`src/logic/sdpwm_pkg.sv`:
```
`default_nettype none
package sdpwm_pkg;

  // ----------------------------------------------------------------
  // Clocking and sizes
  // ----------------------------------------------------------------
  localparam int unsigned CLK_HZ    = 10_000_000;
  localparam int unsigned CLK_NS    = 100;
  localparam int unsigned NCH       = 4;
  localparam int unsigned PER_W     = 8;
  localparam int unsigned OVC_CW    = 8;
  localparam int unsigned GAP_W     = 3;
  localparam int unsigned RST_W     = 16;
  localparam int unsigned RFC_W     = 3;

  typedef logic [PER_W-1:0] sdpwm_per_t;

  // ----------------------------------------------------------------
  // Switching frequency
  // ----------------------------------------------------------------
  localparam int unsigned F_LOW_HZ    = 600_000;
  localparam int unsigned F_HIGH_HZ   = 1_000_000;
  localparam int unsigned SYNC_MIN_HZ = 250_000;
  localparam int unsigned SYNC_MAX_HZ = 2_250_000;
  localparam sdpwm_per_t  PER_LOW      = sdpwm_per_t'((CLK_HZ + F_LOW_HZ / 2) / F_LOW_HZ);
  localparam sdpwm_per_t  PER_HIGH     = sdpwm_per_t'((CLK_HZ + F_HIGH_HZ / 2) / F_HIGH_HZ);
  localparam sdpwm_per_t  SYNC_TIMEOUT = sdpwm_per_t'((2 * CLK_HZ) / SYNC_MIN_HZ);
  localparam sdpwm_per_t  SYNC_MIN_PER = sdpwm_per_t'(CLK_HZ / SYNC_MAX_HZ);
  localparam int unsigned OFF_DIV      = 12;
  localparam int unsigned CHAIN_DIV    = 8;
  localparam int unsigned HALF_DIV     = 2;
  localparam int unsigned QUARTERS     = 4;

  // ----------------------------------------------------------------
  // Timing
  // ----------------------------------------------------------------
  localparam int unsigned MIN_ON_NS   = 20;
  localparam int unsigned REFRESH_NS  = 40;
  localparam sdpwm_per_t  MIN_ON_CYC  = sdpwm_per_t'(((MIN_ON_NS + CLK_NS - 1) / CLK_NS) > 0 ?
                                                     ((MIN_ON_NS + CLK_NS - 1) / CLK_NS) : 1);
  localparam sdpwm_per_t  REFRESH_CYC = sdpwm_per_t'((REFRESH_NS / CLK_NS) > 0 ?
                                                     (REFRESH_NS / CLK_NS) : 1);

  // ----------------------------------------------------------------
  // Fault counting
  // ----------------------------------------------------------------
  localparam logic [OVC_CW-1:0] OVC_TRIP    = OVC_CW'(127);
  localparam logic [GAP_W-1:0]  OVC_GAP     = GAP_W'(6);
  localparam int unsigned       RESTART_DEF = 32768;
  localparam logic [RFC_W-1:0]  REFRESH_SLOT = '0;

  typedef enum logic [2:0] {
    DRV_OFF,
    DRV_HIGH,
    DRV_LOW,
    DRV_FLOAT,
    DRV_REFRESH
  } sdpwm_drv_t;

  // ----------------------------------------------------------------
  // Helpers
  // ----------------------------------------------------------------
  function automatic sdpwm_per_t sdpwm_min_off(input sdpwm_per_t per);
    sdpwm_min_off = sdpwm_per_t'((32'(per) + OFF_DIV - 1) / OFF_DIV);
  endfunction

  function automatic sdpwm_per_t sdpwm_phase(input sdpwm_per_t per, input int unsigned idx);
    int unsigned k;
    case (idx)
      1: k = 2;
      2: k = 1;
      3: k = 3;
      default: k = 0;
    endcase
    sdpwm_phase = sdpwm_per_t'((32'(per) * k) / QUARTERS);
  endfunction

  function automatic sdpwm_per_t sdpwm_rel(input sdpwm_per_t cnt, input sdpwm_per_t off,
                                           input sdpwm_per_t per);
    sdpwm_rel = (cnt >= off) ? sdpwm_per_t'(cnt - off) : sdpwm_per_t'(cnt + per - off);
  endfunction

endpackage
`default_nettype wire

```
`src/logic/sdpwm_sync2.sv`:
```
`timescale 1ns/1ps
`default_nettype none
module sdpwm_sync2 #(
  parameter int unsigned W = 1
) (
  input  wire logic         clk,
  input  wire logic         rstn,
  input  wire logic [W-1:0] d,
  output logic      [W-1:0] q
);
  logic [W-1:0] meta_q;

  always_ff @(posedge clk or negedge rstn) begin
    if (!rstn) begin
      meta_q <= '0;
      q      <= '0;
    end else begin
      meta_q <= d;
      q      <= meta_q;
    end
  end
endmodule // sdpwm_sync2
`default_nettype wire

```
`src/logic/sdpwm_fault.sv`:
```
`timescale 1ns/1ps
`default_nettype none
module sdpwm_fault #(
  parameter int unsigned RESTART_CYCLES = sdpwm_pkg::RESTART_DEF
) (
  input  wire logic clk,
  input  wire logic rstn,
  input  wire logic tick,
  input  wire logic allowed,
  input  wire logic ovc_cycle,
  output logic      hold
);
  import sdpwm_pkg::*;

  localparam logic [RST_W-1:0] RESTART_LAST = RST_W'(RESTART_CYCLES - 1);

  logic [OVC_CW-1:0] cnt_q;
  logic [GAP_W-1:0]  gap_q;
  logic [RST_W-1:0]  wait_q;

  // ----------------------------------------------------------------
  // Fault cycle count (gaps under seven clean cycles kept) and restart wait
  // ----------------------------------------------------------------
  always_ff @(posedge clk or negedge rstn) begin
    if (!rstn) begin
      cnt_q  <= '0;
      gap_q  <= '0;
      wait_q <= '0;
      hold   <= 1'b0;
    end else if (!allowed) begin
      cnt_q  <= '0;
      gap_q  <= '0;
      wait_q <= '0;
      hold   <= 1'b0;
    end else if (tick) begin
      if (hold) begin
        wait_q <= wait_q + 1'b1;
        if (wait_q == RESTART_LAST) begin
          hold   <= 1'b0;
          wait_q <= '0;
        end
      end else if (ovc_cycle) begin
        gap_q <= '0;
        cnt_q <= cnt_q + 1'b1;
        if (cnt_q == OVC_TRIP) begin
          hold  <= 1'b1;
          cnt_q <= '0;
        end
      end else if (cnt_q != '0) begin
        gap_q <= gap_q + 1'b1;
        if (gap_q == OVC_GAP) begin
          cnt_q <= '0;
          gap_q <= '0;
        end
      end
    end
  end
endmodule // sdpwm_fault
`default_nettype wire

```
`src/logic/sdpwm_top.sv`:
```
// How it works
// 128 overcurrent cycles, with no run of seven clean cycles between them, float the drive and reset soft-start.
// After that shutdown wait 32768 switching cycles, then try to start again.
// Fault count survives gaps; seven clean cycles in a row clear it.
// Negative overcurrent blocks driving low except for the refresh pulse.
// Under negative overcurrent, pulse low for one 100ns clock once every eight cycles.
// Cycle start sets the drive high when error-above-floor is flagged.
// Ramp-crossing flag ends the high phase.
// Error below floor at cycle start keeps the drive low all cycle.
// High lasts at least 20ns; off-time at least one twelfth of period.
// External sync clock locks the oscillator; channel 1 rises on its edge.
// Sync held low: frequency select picks between two presets.
// Sync high or floating: use the resistor-programmed period.
// All enables low: chain clock output held high.
// All enables low: reference and oscillator stop, everything idle.
// Disabled channel holds its duty command at zero.
// Shared duty mode holds the command until every enable is high.
// Supply lockout disables all channels.
// Any enable starts the reference; channels run once lockout clears.
// Each drive is one three-state wire: high, low or floating.
// Select low gives 600kHz, select high gives 1MHz.
// Counters step once per switching cycle; flags sampled within the cycle.
`timescale 1ns/1ps
`default_nettype none
module sdpwm_top #(
  parameter int unsigned RESTART_CYCLES = sdpwm_pkg::RESTART_DEF
) (
  input  wire logic                        clk,
  input  wire logic                        rstn,
  input  wire logic                        sync_clock_in,
  input  wire logic                        frequency_select,
  input  wire sdpwm_pkg::sdpwm_per_t       rate_period_setting,
  input  wire logic [sdpwm_pkg::NCH-1:0]   channel_enable,
  input  wire logic                        shared_duty,
  input  wire logic                        supply_lockout,
  input  wire logic [sdpwm_pkg::NCH-1:0]   error_above_floor,
  input  wire logic [sdpwm_pkg::NCH-1:0]   ramp_crossed,
  input  wire logic [sdpwm_pkg::NCH-1:0]   overcurrent_fault,
  input  wire logic [sdpwm_pkg::NCH-1:0]   negative_overcurrent,
  output logic      [sdpwm_pkg::NCH-1:0]   channel_drive,
  output logic      [sdpwm_pkg::NCH-1:0]   channel_drive_oe_n,
  output logic      [sdpwm_pkg::NCH-1:0]   soft_start_reset,
  output logic      [sdpwm_pkg::NCH-1:0]   duty_hold,
  output logic                             reference_on,
  output logic                             oscillator_on,
  output logic                             sync_locked,
  output logic                             chain_clock_out
);
  import sdpwm_pkg::*;

  // ----------------------------------------------------------------
  // Pin synchronisers
  // ----------------------------------------------------------------
  logic [NCH+1:0] pins_s;
  logic           sync_s;
  logic           fsel_s;
  logic [NCH-1:0] en_s;

  sdpwm_sync2 #(
    .W (NCH + 2)
  ) u_pins (
    .clk  (clk),
    .rstn (rstn),
    .d    ({channel_enable, frequency_select, sync_clock_in}),
    .q    (pins_s)
  );

  assign sync_s = pins_s[0];
  assign fsel_s = pins_s[1];
  assign en_s   = pins_s[NCH+1:2];

  logic any_en;
  logic all_en;

  assign any_en = |en_s;
  assign all_en = &en_s;

  // ----------------------------------------------------------------
  // Reference and oscillator power
  // ----------------------------------------------------------------
  always_ff @(posedge clk or negedge rstn) begin
    if (!rstn) begin
      reference_on  <= 1'b0;
      oscillator_on <= 1'b0;
    end else begin
      reference_on  <= any_en;
      oscillator_on <= any_en & reference_on;
    end
  end

  // ----------------------------------------------------------------
  // Sync edge detection and period measurement
  // ----------------------------------------------------------------
  logic       sync_d_q;
  logic       sync_rise;
  sdpwm_per_t since_q;
  sdpwm_per_t meas_q;

  assign sync_rise = sync_s & ~sync_d_q;

  always_ff @(posedge clk or negedge rstn) begin
    if (!rstn) begin
      sync_d_q <= 1'b0;
    end else begin
      sync_d_q <= sync_s;
    end
  end

  always_ff @(posedge clk or negedge rstn) begin
    if (!rstn) begin
      since_q <= SYNC_TIMEOUT;
    end else if (sync_rise) begin
      since_q <= '0;
    end else if (since_q != SYNC_TIMEOUT) begin
      since_q <= since_q + 1'b1;
    end
  end

  always_ff @(posedge clk or negedge rstn) begin
    if (!rstn) begin
      meas_q      <= PER_HIGH;
      sync_locked <= 1'b0;
    end else if (!oscillator_on) begin
      sync_locked <= 1'b0;
    end else if (sync_rise) begin
      if (since_q < SYNC_TIMEOUT && since_q >= SYNC_MIN_PER) begin
        meas_q      <= since_q + 1'b1;
        sync_locked <= 1'b1;
      end
    end else if (since_q == SYNC_TIMEOUT) begin
      sync_locked <= 1'b0;
    end
  end

  // ----------------------------------------------------------------
  // Period choice
  // ----------------------------------------------------------------
  sdpwm_per_t per;

  always_comb begin
    if (sync_locked) begin
      per = meas_q;
    end else if (sync_s) begin
      per = rate_period_setting;
    end else if (fsel_s) begin
      per = PER_HIGH;
    end else begin
      per = PER_LOW;
    end
  end

  // ----------------------------------------------------------------
  // Switching cycle counter
  // ----------------------------------------------------------------
  sdpwm_per_t cnt_q;

  always_ff @(posedge clk or negedge rstn) begin
    if (!rstn) begin
      cnt_q <= '0;
    end else if (!oscillator_on) begin
      cnt_q <= '0;
    end else if (sync_locked && sync_rise) begin
      cnt_q <= '0;
    end else if (cnt_q >= per - 1'b1) begin
      cnt_q <= '0;
    end else begin
      cnt_q <= cnt_q + 1'b1;
    end
  end

  // ----------------------------------------------------------------
  // Chain clock
  // ----------------------------------------------------------------
  sdpwm_per_t chain_pos;

  assign chain_pos = sdpwm_rel(cnt_q, sdpwm_per_t'(per / CHAIN_DIV), per);

  always_ff @(posedge clk or negedge rstn) begin
    if (!rstn) begin
      chain_clock_out <= 1'b1;
    end else if (!any_en || !oscillator_on) begin
      chain_clock_out <= 1'b1;
    end else begin
      chain_clock_out <= chain_pos < sdpwm_per_t'(per / HALF_DIV);
    end
  end

  // ----------------------------------------------------------------
  // Channels
  // ----------------------------------------------------------------
  sdpwm_per_t off_at;

  assign off_at = sdpwm_per_t'(per - sdpwm_min_off(per));

  for (genvar i = 0; i < NCH; i++) begin : g_ch
    logic             tick;
    logic             ch_ok;
    logic             hold;
    logic             active;
    logic             ovc_seen_q;
    logic [RFC_W-1:0] rcyc_q;
    sdpwm_per_t       rel;
    sdpwm_per_t       tcnt_q;
    sdpwm_drv_t       st_q;
    sdpwm_drv_t       st_d;
    logic             end_high;

    assign rel   = sdpwm_rel(cnt_q, sdpwm_phase(per, i), per);
    assign tick  = oscillator_on && (rel == '0);
    assign ch_ok = en_s[i] & reference_on & ~supply_lockout;

    // Overcurrent seen anywhere in the cycle; a new flag wins over the restart
    always_ff @(posedge clk or negedge rstn) begin
      if (!rstn) begin
        ovc_seen_q <= 1'b0;
      end else if (tick) begin
        ovc_seen_q <= overcurrent_fault[i];
      end else if (overcurrent_fault[i]) begin
        ovc_seen_q <= 1'b1;
      end
    end

    sdpwm_fault #(
      .RESTART_CYCLES (RESTART_CYCLES)
    ) u_fault (
      .clk       (clk),
      .rstn      (rstn),
      .tick      (tick),
      .allowed   (ch_ok),
      .ovc_cycle (ovc_seen_q | overcurrent_fault[i]),
      .hold      (hold)
    );

    assign active = ch_ok & ~hold;

    // Refresh slot counter, once per switching cycle
    always_ff @(posedge clk or negedge rstn) begin
      if (!rstn) begin
        rcyc_q <= '0;
      end else if (!active) begin
        rcyc_q <= '0;
      end else if (tick) begin
        rcyc_q <= rcyc_q + 1'b1;
      end
    end

    assign end_high = (ramp_crossed[i] && (tcnt_q + 1'b1 >= MIN_ON_CYC))
                      || (rel == off_at);

    // Drive state
    always_comb begin
      st_d = st_q;
      if (!active) begin
        st_d = DRV_OFF;
      end else if (tick) begin
        if (error_above_floor[i]) begin
          st_d = DRV_HIGH;
        end else if (negative_overcurrent[i] && (rcyc_q == REFRESH_SLOT)) begin
          st_d = DRV_REFRESH;
        end else if (negative_overcurrent[i]) begin
          st_d = DRV_FLOAT;
        end else begin
          st_d = DRV_LOW;
        end
      end else begin
        case (st_q)
          DRV_HIGH: begin
            if (end_high) begin
              if (!negative_overcurrent[i]) begin
                st_d = DRV_LOW;
              end else if (rcyc_q == REFRESH_SLOT) begin
                st_d = DRV_REFRESH;
              end else begin
                st_d = DRV_FLOAT;
              end
            end
          end
          DRV_LOW: begin
            if (negative_overcurrent[i]) begin
              st_d = DRV_FLOAT;
            end
          end
          DRV_REFRESH: begin
            if (tcnt_q + 1'b1 >= REFRESH_CYC) begin
              st_d = DRV_FLOAT;
            end
          end
          DRV_FLOAT: begin
            if (!negative_overcurrent[i]) begin
              st_d = DRV_LOW;
            end
          end
          DRV_OFF: begin
            st_d = DRV_OFF;
          end
          default: begin
            st_d = DRV_OFF;
          end
        endcase
      end
    end

    always_ff @(posedge clk or negedge rstn) begin
      if (!rstn) begin
        st_q   <= DRV_OFF;
        tcnt_q <= '0;
      end else begin
        st_q   <= st_d;
        tcnt_q <= (st_d != st_q) ? '0 : tcnt_q + 1'b1;
      end
    end

    // Three-state drive pin
    always_ff @(posedge clk or negedge rstn) begin
      if (!rstn) begin
        channel_drive[i]      <= 1'b0;
        channel_drive_oe_n[i] <= 1'b1;
      end else begin
        case (st_d)
          DRV_HIGH: begin
            channel_drive[i]      <= 1'b1;
            channel_drive_oe_n[i] <= 1'b0;
          end
          DRV_LOW, DRV_REFRESH: begin
            channel_drive[i]      <= 1'b0;
            channel_drive_oe_n[i] <= 1'b0;
          end
          default: begin
            channel_drive[i]      <= 1'b0;
            channel_drive_oe_n[i] <= 1'b1;
          end
        endcase
      end
    end

    // Duty command hold and soft-start reset
    always_ff @(posedge clk or negedge rstn) begin
      if (!rstn) begin
        duty_hold[i]        <= 1'b1;
        soft_start_reset[i] <= 1'b1;
      end else begin
        duty_hold[i]        <= ~en_s[i] | (shared_duty & ~all_en) | supply_lockout;
        soft_start_reset[i] <= ~active;
      end
    end
  end

endmodule // sdpwm_top
`default_nettype wire

```
`config.mk`:
```
export PLATFORM = sky130hd
export DESIGN_NAME = sdpwm_top
export DESIGN_NICKNAME = d
export VERILOG_FILES = /design/src/logic/sdpwm_pkg.sv /design/src/logic/sdpwm_sync2.sv /design/src/logic/sdpwm_fault.sv /design/src/logic/sdpwm_top.sv
export SDC_FILE = /design/constraint.sdc
export NUM_CORES = 1
export LEC_CHECK = 0
export ABC_AREA = 1
export BUFFER_PORTS_ARGS = -buffer_cell sky130_fd_sc_hd__buf_2
export CORE_MARGIN = 5
export CORE_UTILIZATION = 64
export DETAILED_ROUTE_END_ITERATION = 10
export PLACE_DENSITY = 0.88
export SETUP_SLACK_MARGIN = 0.5
export SLEW_MARGIN = 30
export SYNTH_ARGS = -nofsm -noshare
export SYNTH_HDL_FRONTEND = slang
export SYNTH_SLANG_ARGS = --single-unit
```
`constraint.sdc`:
```
create_clock -name clk -period 8.11 [get_ports clk]
set_input_delay 0.811 -clock clk [delete_from_list [all_inputs] [get_ports clk]]
set_output_delay 0.811 -clock clk [all_outputs]
set_load 0.02 [all_outputs]
```
==> metrics.sh <==
OUTCOME='finished clean'
LARGEST_FAMILY_OF_LOGIC_CELLS_BY_SYNTHESIZED_AREA='simple AND/OR/NAND/NOR gates'
IO_PINS=54
GRT_ANTENNA_BEFORE_REPAIR=0
ROUTING_USAGE_ON_MET1_PCT=35.0
CTS.HTREE.LEVELS=1
SYNTH_FLOP_CELL='sky130_fd_sc_hd__dfrtp_1'
NUM-FILL-CELLS=1953
PATH_CLK_SLEW_PS=60
SLEW_HEADROOM_PCT=37.6
DP.FINAL_HPWL_UM=31400
COREAREA_UM2=26100
FINALPOWER_mW=8.07
FINAL_HOLD_VIOL_COUNT=0
GRT_START_MAX_NET_PINS=86
TOTALWIRELENGTH_UM=42500
ROW_COUNT=59
DETAILEDPLACE.WORSTSLACK_PS=549
GR-USAGE-ALL-LAYERS_PCT=27.6
GRT_BUSIEST_LAYER='met2'
DETAILED_PLACE.AREA_UM2=17700
FINAL.SETUP.TNS_PS=0
SYNTH_TOP_AREA_SHARE_PCT=31.2
CP-END-KIND='flop'
YOSYS_WARNINGS=0
SYNTH.CELLS.MOST_FREQUENT='444 x sky130_fd_sc_hd__nand2_1, 377 x sky130_fd_sc_hd__inv_1, 212 x sky130_fd_sc_hd__dfrtp_1'
TIMING.REG2REG.WORST_PATH_DEPTH=52
R2R_START='sync_locked'
YS_SEQ_ELEMENTS=229
CTS_SINKS=229
POST_DRT_WL_PER_CELL_UM=15.6
GRT_SETUP_UNREPAIRED='no'
SYNTH_XOR_AREA_SHARE_PCT=6.74
FINALWEIGHTEDCONGESTION=1.00
CTS.ROOT.BUFFER_CELL='sky130_fd_sc_hd__clkbuf_16'
DRIVE_ABOVE_1_SHARE_PCT=11.4
DETAIL_ROUTE.DRC_VIOLATIONS=0
SYNTH_SIMPLE_GATE_AREA_SHARE_PCT=28.4
CRITPATHLAUNCHTYPE='flop'
SEQUENTIAL_FRACTION_OF_THE_SYNTHESIS_AREA_PCT=33.8
MAX_FREQ_GHz=0.141
DR.PASS1.ITERS=6
VDD_DROP_MAX_V=0.000348
WORST_SLEW_PIN_SLEW_PS=935
FLOORPLAN.INITIALDENSITY_PCT=65.2
SYNTH-EDFF-COUNT=0
FINAL.MIN_CLOCK_PERIOD_PS=7080
LEADING_CELL_TYPE_BY_NUMBER_OF_INSTANCES_AFTER_SYNTHESIS='sky130_fd_sc_hd__nand2_1'
FLOW.AREA_GROWTH_FROM_SYNTHESIS_PCT=10.1
FLOORPLAN.DIE.HEIGHT_UM=173
N_ANTENNA_CELL=0
PATH_MAX_FANOUT=10
FINALSETUPVIOLATIONS=0
PLACEDCELLCOUNT=2662
STATIC-LEAKAGE-POWER_nW=9.11
POSTSYNTHCELLCOUNT=2280
OVERFLOW_LEFT_AFTER_GLOBAL_ROUTING=0
GLOBAL_ROUTING_MET2_RESOURCE_UTILIZATION_PCT=48.8
POWER_DENSITY_nW_PER_UM2=430
TIMING_WORST_SETUP_PATH_TYPE='reg2reg'
ASYNCSETRESETFLOPFRACSYNTH_PCT=100
DRT_FIRST_ITER_VIOLATIONS=1502
DRV_SLEW=0
PERIOD_SHARE_PCT=87.3
REG2REG_SLACK_PS=1030
FRACTION_OF_THE_MAPPED_NETLIST_AREA_IN_COMPOUND_GATES_PCT=11.6
AVERAGE_CELL_AREA_AFTER_SYNTHESIS_UM2=7.47
SYNTH_NETS=2445
NNETSFINAL=2533
CP_DATA_REQUIRED_TIME_PS=8530
CRITPATHARRIVALTIME_PS=7490
USE_MET3_PCT=3.71
ROUTE.DETAILED.VIAS_PER_INST=5.78
FINCLKSKEW_PS=15.9
HOLDBUFCOUNTCTS=0
HOLDCRITPATHCLASS='in2async'
SYNTH.LIB_CELLS_USED.DISTINCT=67
DIEAREA_UM2=30000
VIAS_IN_THE_FIRST_GLOBAL_ROUTE=15416
CRITICAL_PATH.MOST_COMMON_CELL='sky130_fd_sc_hd__nand2_1'
GRT_PASS1_WL_UM=71400
PORT_BUFFERS=53
YOSYS-MUX-AREA-FRACTION_PCT=0.125
CAP_VIOLATIONS=0
CRITICAL_PATH.MAX_STAGE_DELAY_PS=510
POST_SYNTH_DESIGN_CELL_AREA_UM2=17000
CLK_LAT_WORST_SKEW_PS=540
LAYOUT.CELLS.NON_FILLER=2722
YOSYSTOPAREACELL='sky130_fd_sc_hd__dfrtp_1'
CTS-BUFFERS-INSERTED=25
TRITONCTS='built'
CLOCKBUFFERDEPTH=3
TIMING.RR.END='g_ch[0].tcnt_q[5]'
DESIGN_AREA_UM2=18800
DIE_W_UM=173
YS_TOP_CELLS_BY_AREA='sky130_fd_sc_hd__dfrtp_1 31%, sky130_fd_sc_hd__nand2_1 9.8%, sky130_fd_sc_hd__ha_1 9.0%'
NUM_VIAS=15732
ROUTE.ANTENNA.REMAINING_NETS=0
CRITPATHSLOWESTCELL='sky130_fd_sc_hd__dfrtp_2'
POST_SYNTH_FA_HA_MAJ_AREA_FRACTION_PCT=9.98
FINALWORSTSETUPSLACK_PS=1030
## worst max path at each step
stage	startpoint	end	slack, ps
4_1_cts	sync_locked	g_ch[0].tcnt_q[5]	540
6_report	sync_locked	g_ch[0].tcnt_q[5]	1030
2_1_floorplan	rate_period_setting[6]	g_ch[0].tcnt_q[0]	1330
3_3_place_gp	rate_period_setting[0]	g_ch[0].tcnt_q[7]	960
5_1_grt	sync_locked	g_ch[0].tcnt_q[2]	390
3_5_place_dp	rate_period_setting[0]	g_ch[0].tcnt_q[5]	550
## cells in the final DEF, fill, tap and decap left out, types with 7 or more instances in the layout
cell / instances
sky130_fd_sc_hd__nand2_1: 439
sky130_fd_sc_hd__inv_1: 376
sky130_fd_sc_hd__dfrtp_1: 210
sky130_fd_sc_hd__nor2_1: 209
sky130_fd_sc_hd__nand3_1: 163
sky130_fd_sc_hd__ha_1: 122
sky130_fd_sc_hd__a21oi_1: 110
sky130_fd_sc_hd__o21ai_0: 108
sky130_fd_sc_hd__xor2_1: 90
sky130_fd_sc_hd__nor3_1: 70
sky130_fd_sc_hd__buf_2: 52
sky130_fd_sc_hd__xnor2_1: 40
sky130_fd_sc_hd__nand4_1: 36
sky130_fd_sc_hd__clkbuf_16: 25
sky130_fd_sc_hd__nand2_2: 23
sky130_fd_sc_hd__buf_4: 21
sky130_fd_sc_hd__dfstp_2: 17
sky130_fd_sc_hd__nor4_1: 16
sky130_fd_sc_hd__nor2_2: 15
sky130_fd_sc_hd__a31oi_1: 12
sky130_fd_sc_hd__o21ai_1: 12
sky130_fd_sc_hd__inv_2: 11
sky130_fd_sc_hd__or2_2: 11
sky130_fd_sc_hd__nand3_2: 11
sky130_fd_sc_hd__nand2_4: 10
sky130_fd_sc_hd__o31ai_1: 9
sky130_fd_sc_hd__o21a_1: 9
sky130_fd_sc_hd__o22ai_1: 9
sky130_fd_sc_hd__nor3b_1: 9
sky130_fd_sc_hd__o211ai_1: 8
sky130_fd_sc_hd__nor3_2: 8
sky130_fd_sc_hd__fa_1: 8
sky130_fd_sc_hd__nand3b_1: 7
sky130_fd_sc_hd__o21ai_2: 7
sky130_fd_sc_hd__clkinv_2: 7
## metal layers
metal | share of wire (%) | vias to the layer above | wire, um
met1 | 42 | 7372 | 17700
met4 | 3.7 | 0 | 1580
met3 | 5.9 | 159 | 2520
met2 | 49 | 578 | 20700
li1 | - | 7623 | -
met5 | 0 | - | 0
## final cells by class
| cell class | count | area [um^2] | area share [%] |
|---|---|---|---|
| clock buffer | 31 | 688 | 3.67 |
| tap | 335 | 419 | 2.24 |
| sequential | 229 | 5750 | 30.7 |
| clock inverter | 15 | 170 | 0.907 |
| multi-input combinational | 1639 | 9750 | 52.0 |
| inverter | 396 | 1510 | 8.04 |
| timing repair buffer | 77 | 467 | 2.49 |
## power breakdown
group,internal (mW),total [mW],switching (mW)
sequential,1.29,1.42,0.131
combinational,1.97,5.46,3.49
clock,0.702,1.19,0.488
## logic make-up after synthesis
| kind of cell | count (synthesis) |
|---|---|
| adder cells (fa/ha/maj) | 131 |
| flip-flops | 229 |
| XOR/XNOR | 131 |
| AND/OR/NAND/NOR | 1043 |
| buffers and inverters | 412 |
| AO/OA/AOI/OAI | 332 |
| multiplexers | 2 |
## timing repair
item                                    in CTS  in global routing
endpoints found under the setup margin       0                 52
gates resized for setup                      0                 22
endpoints found under the hold margin        0                  0
setup buffers                                0                 14
## metrics by stage
| stage | util, % | hold WS, ps |
|---|---|---|
| after detailed placement | 67.8 | 336 |
| final | 71.8 | 215 |
| after global placement | 67.7 | 333 |
| after CTS | 71.0 | 232 |
| after global routing | 71.8 | 248 |
| after floorplan | - | 331 |
## flip-flops by register name (all words and copies together), names as in the netlist, 6 cells and up
signal and cells:
g_ch.rcyc_q 12, g_ch.st_q 12, cnt_q 8, u_pins.q 6
g_ch.u_fault.gap_q 12, g_ch.u_fault.wait_q 64, since_q 8, u_pins.meta_q 6
meas_q 8, g_ch.tcnt_q 32, g_ch.u_fault.cnt_q 32
## worst max-delay path: cells and delay by family, from the launching register on
family                   cells  cell delay [ps]
adder cells (fa/ha/maj)      4             1100
AND/OR/NAND/NOR             34             3730
XOR/XNOR                     1              270
flip-flops                   1              510
buffers and inverters        8              600
AO/OA/AOI/OAI                5              740
(Power assumes the default switching activity.)
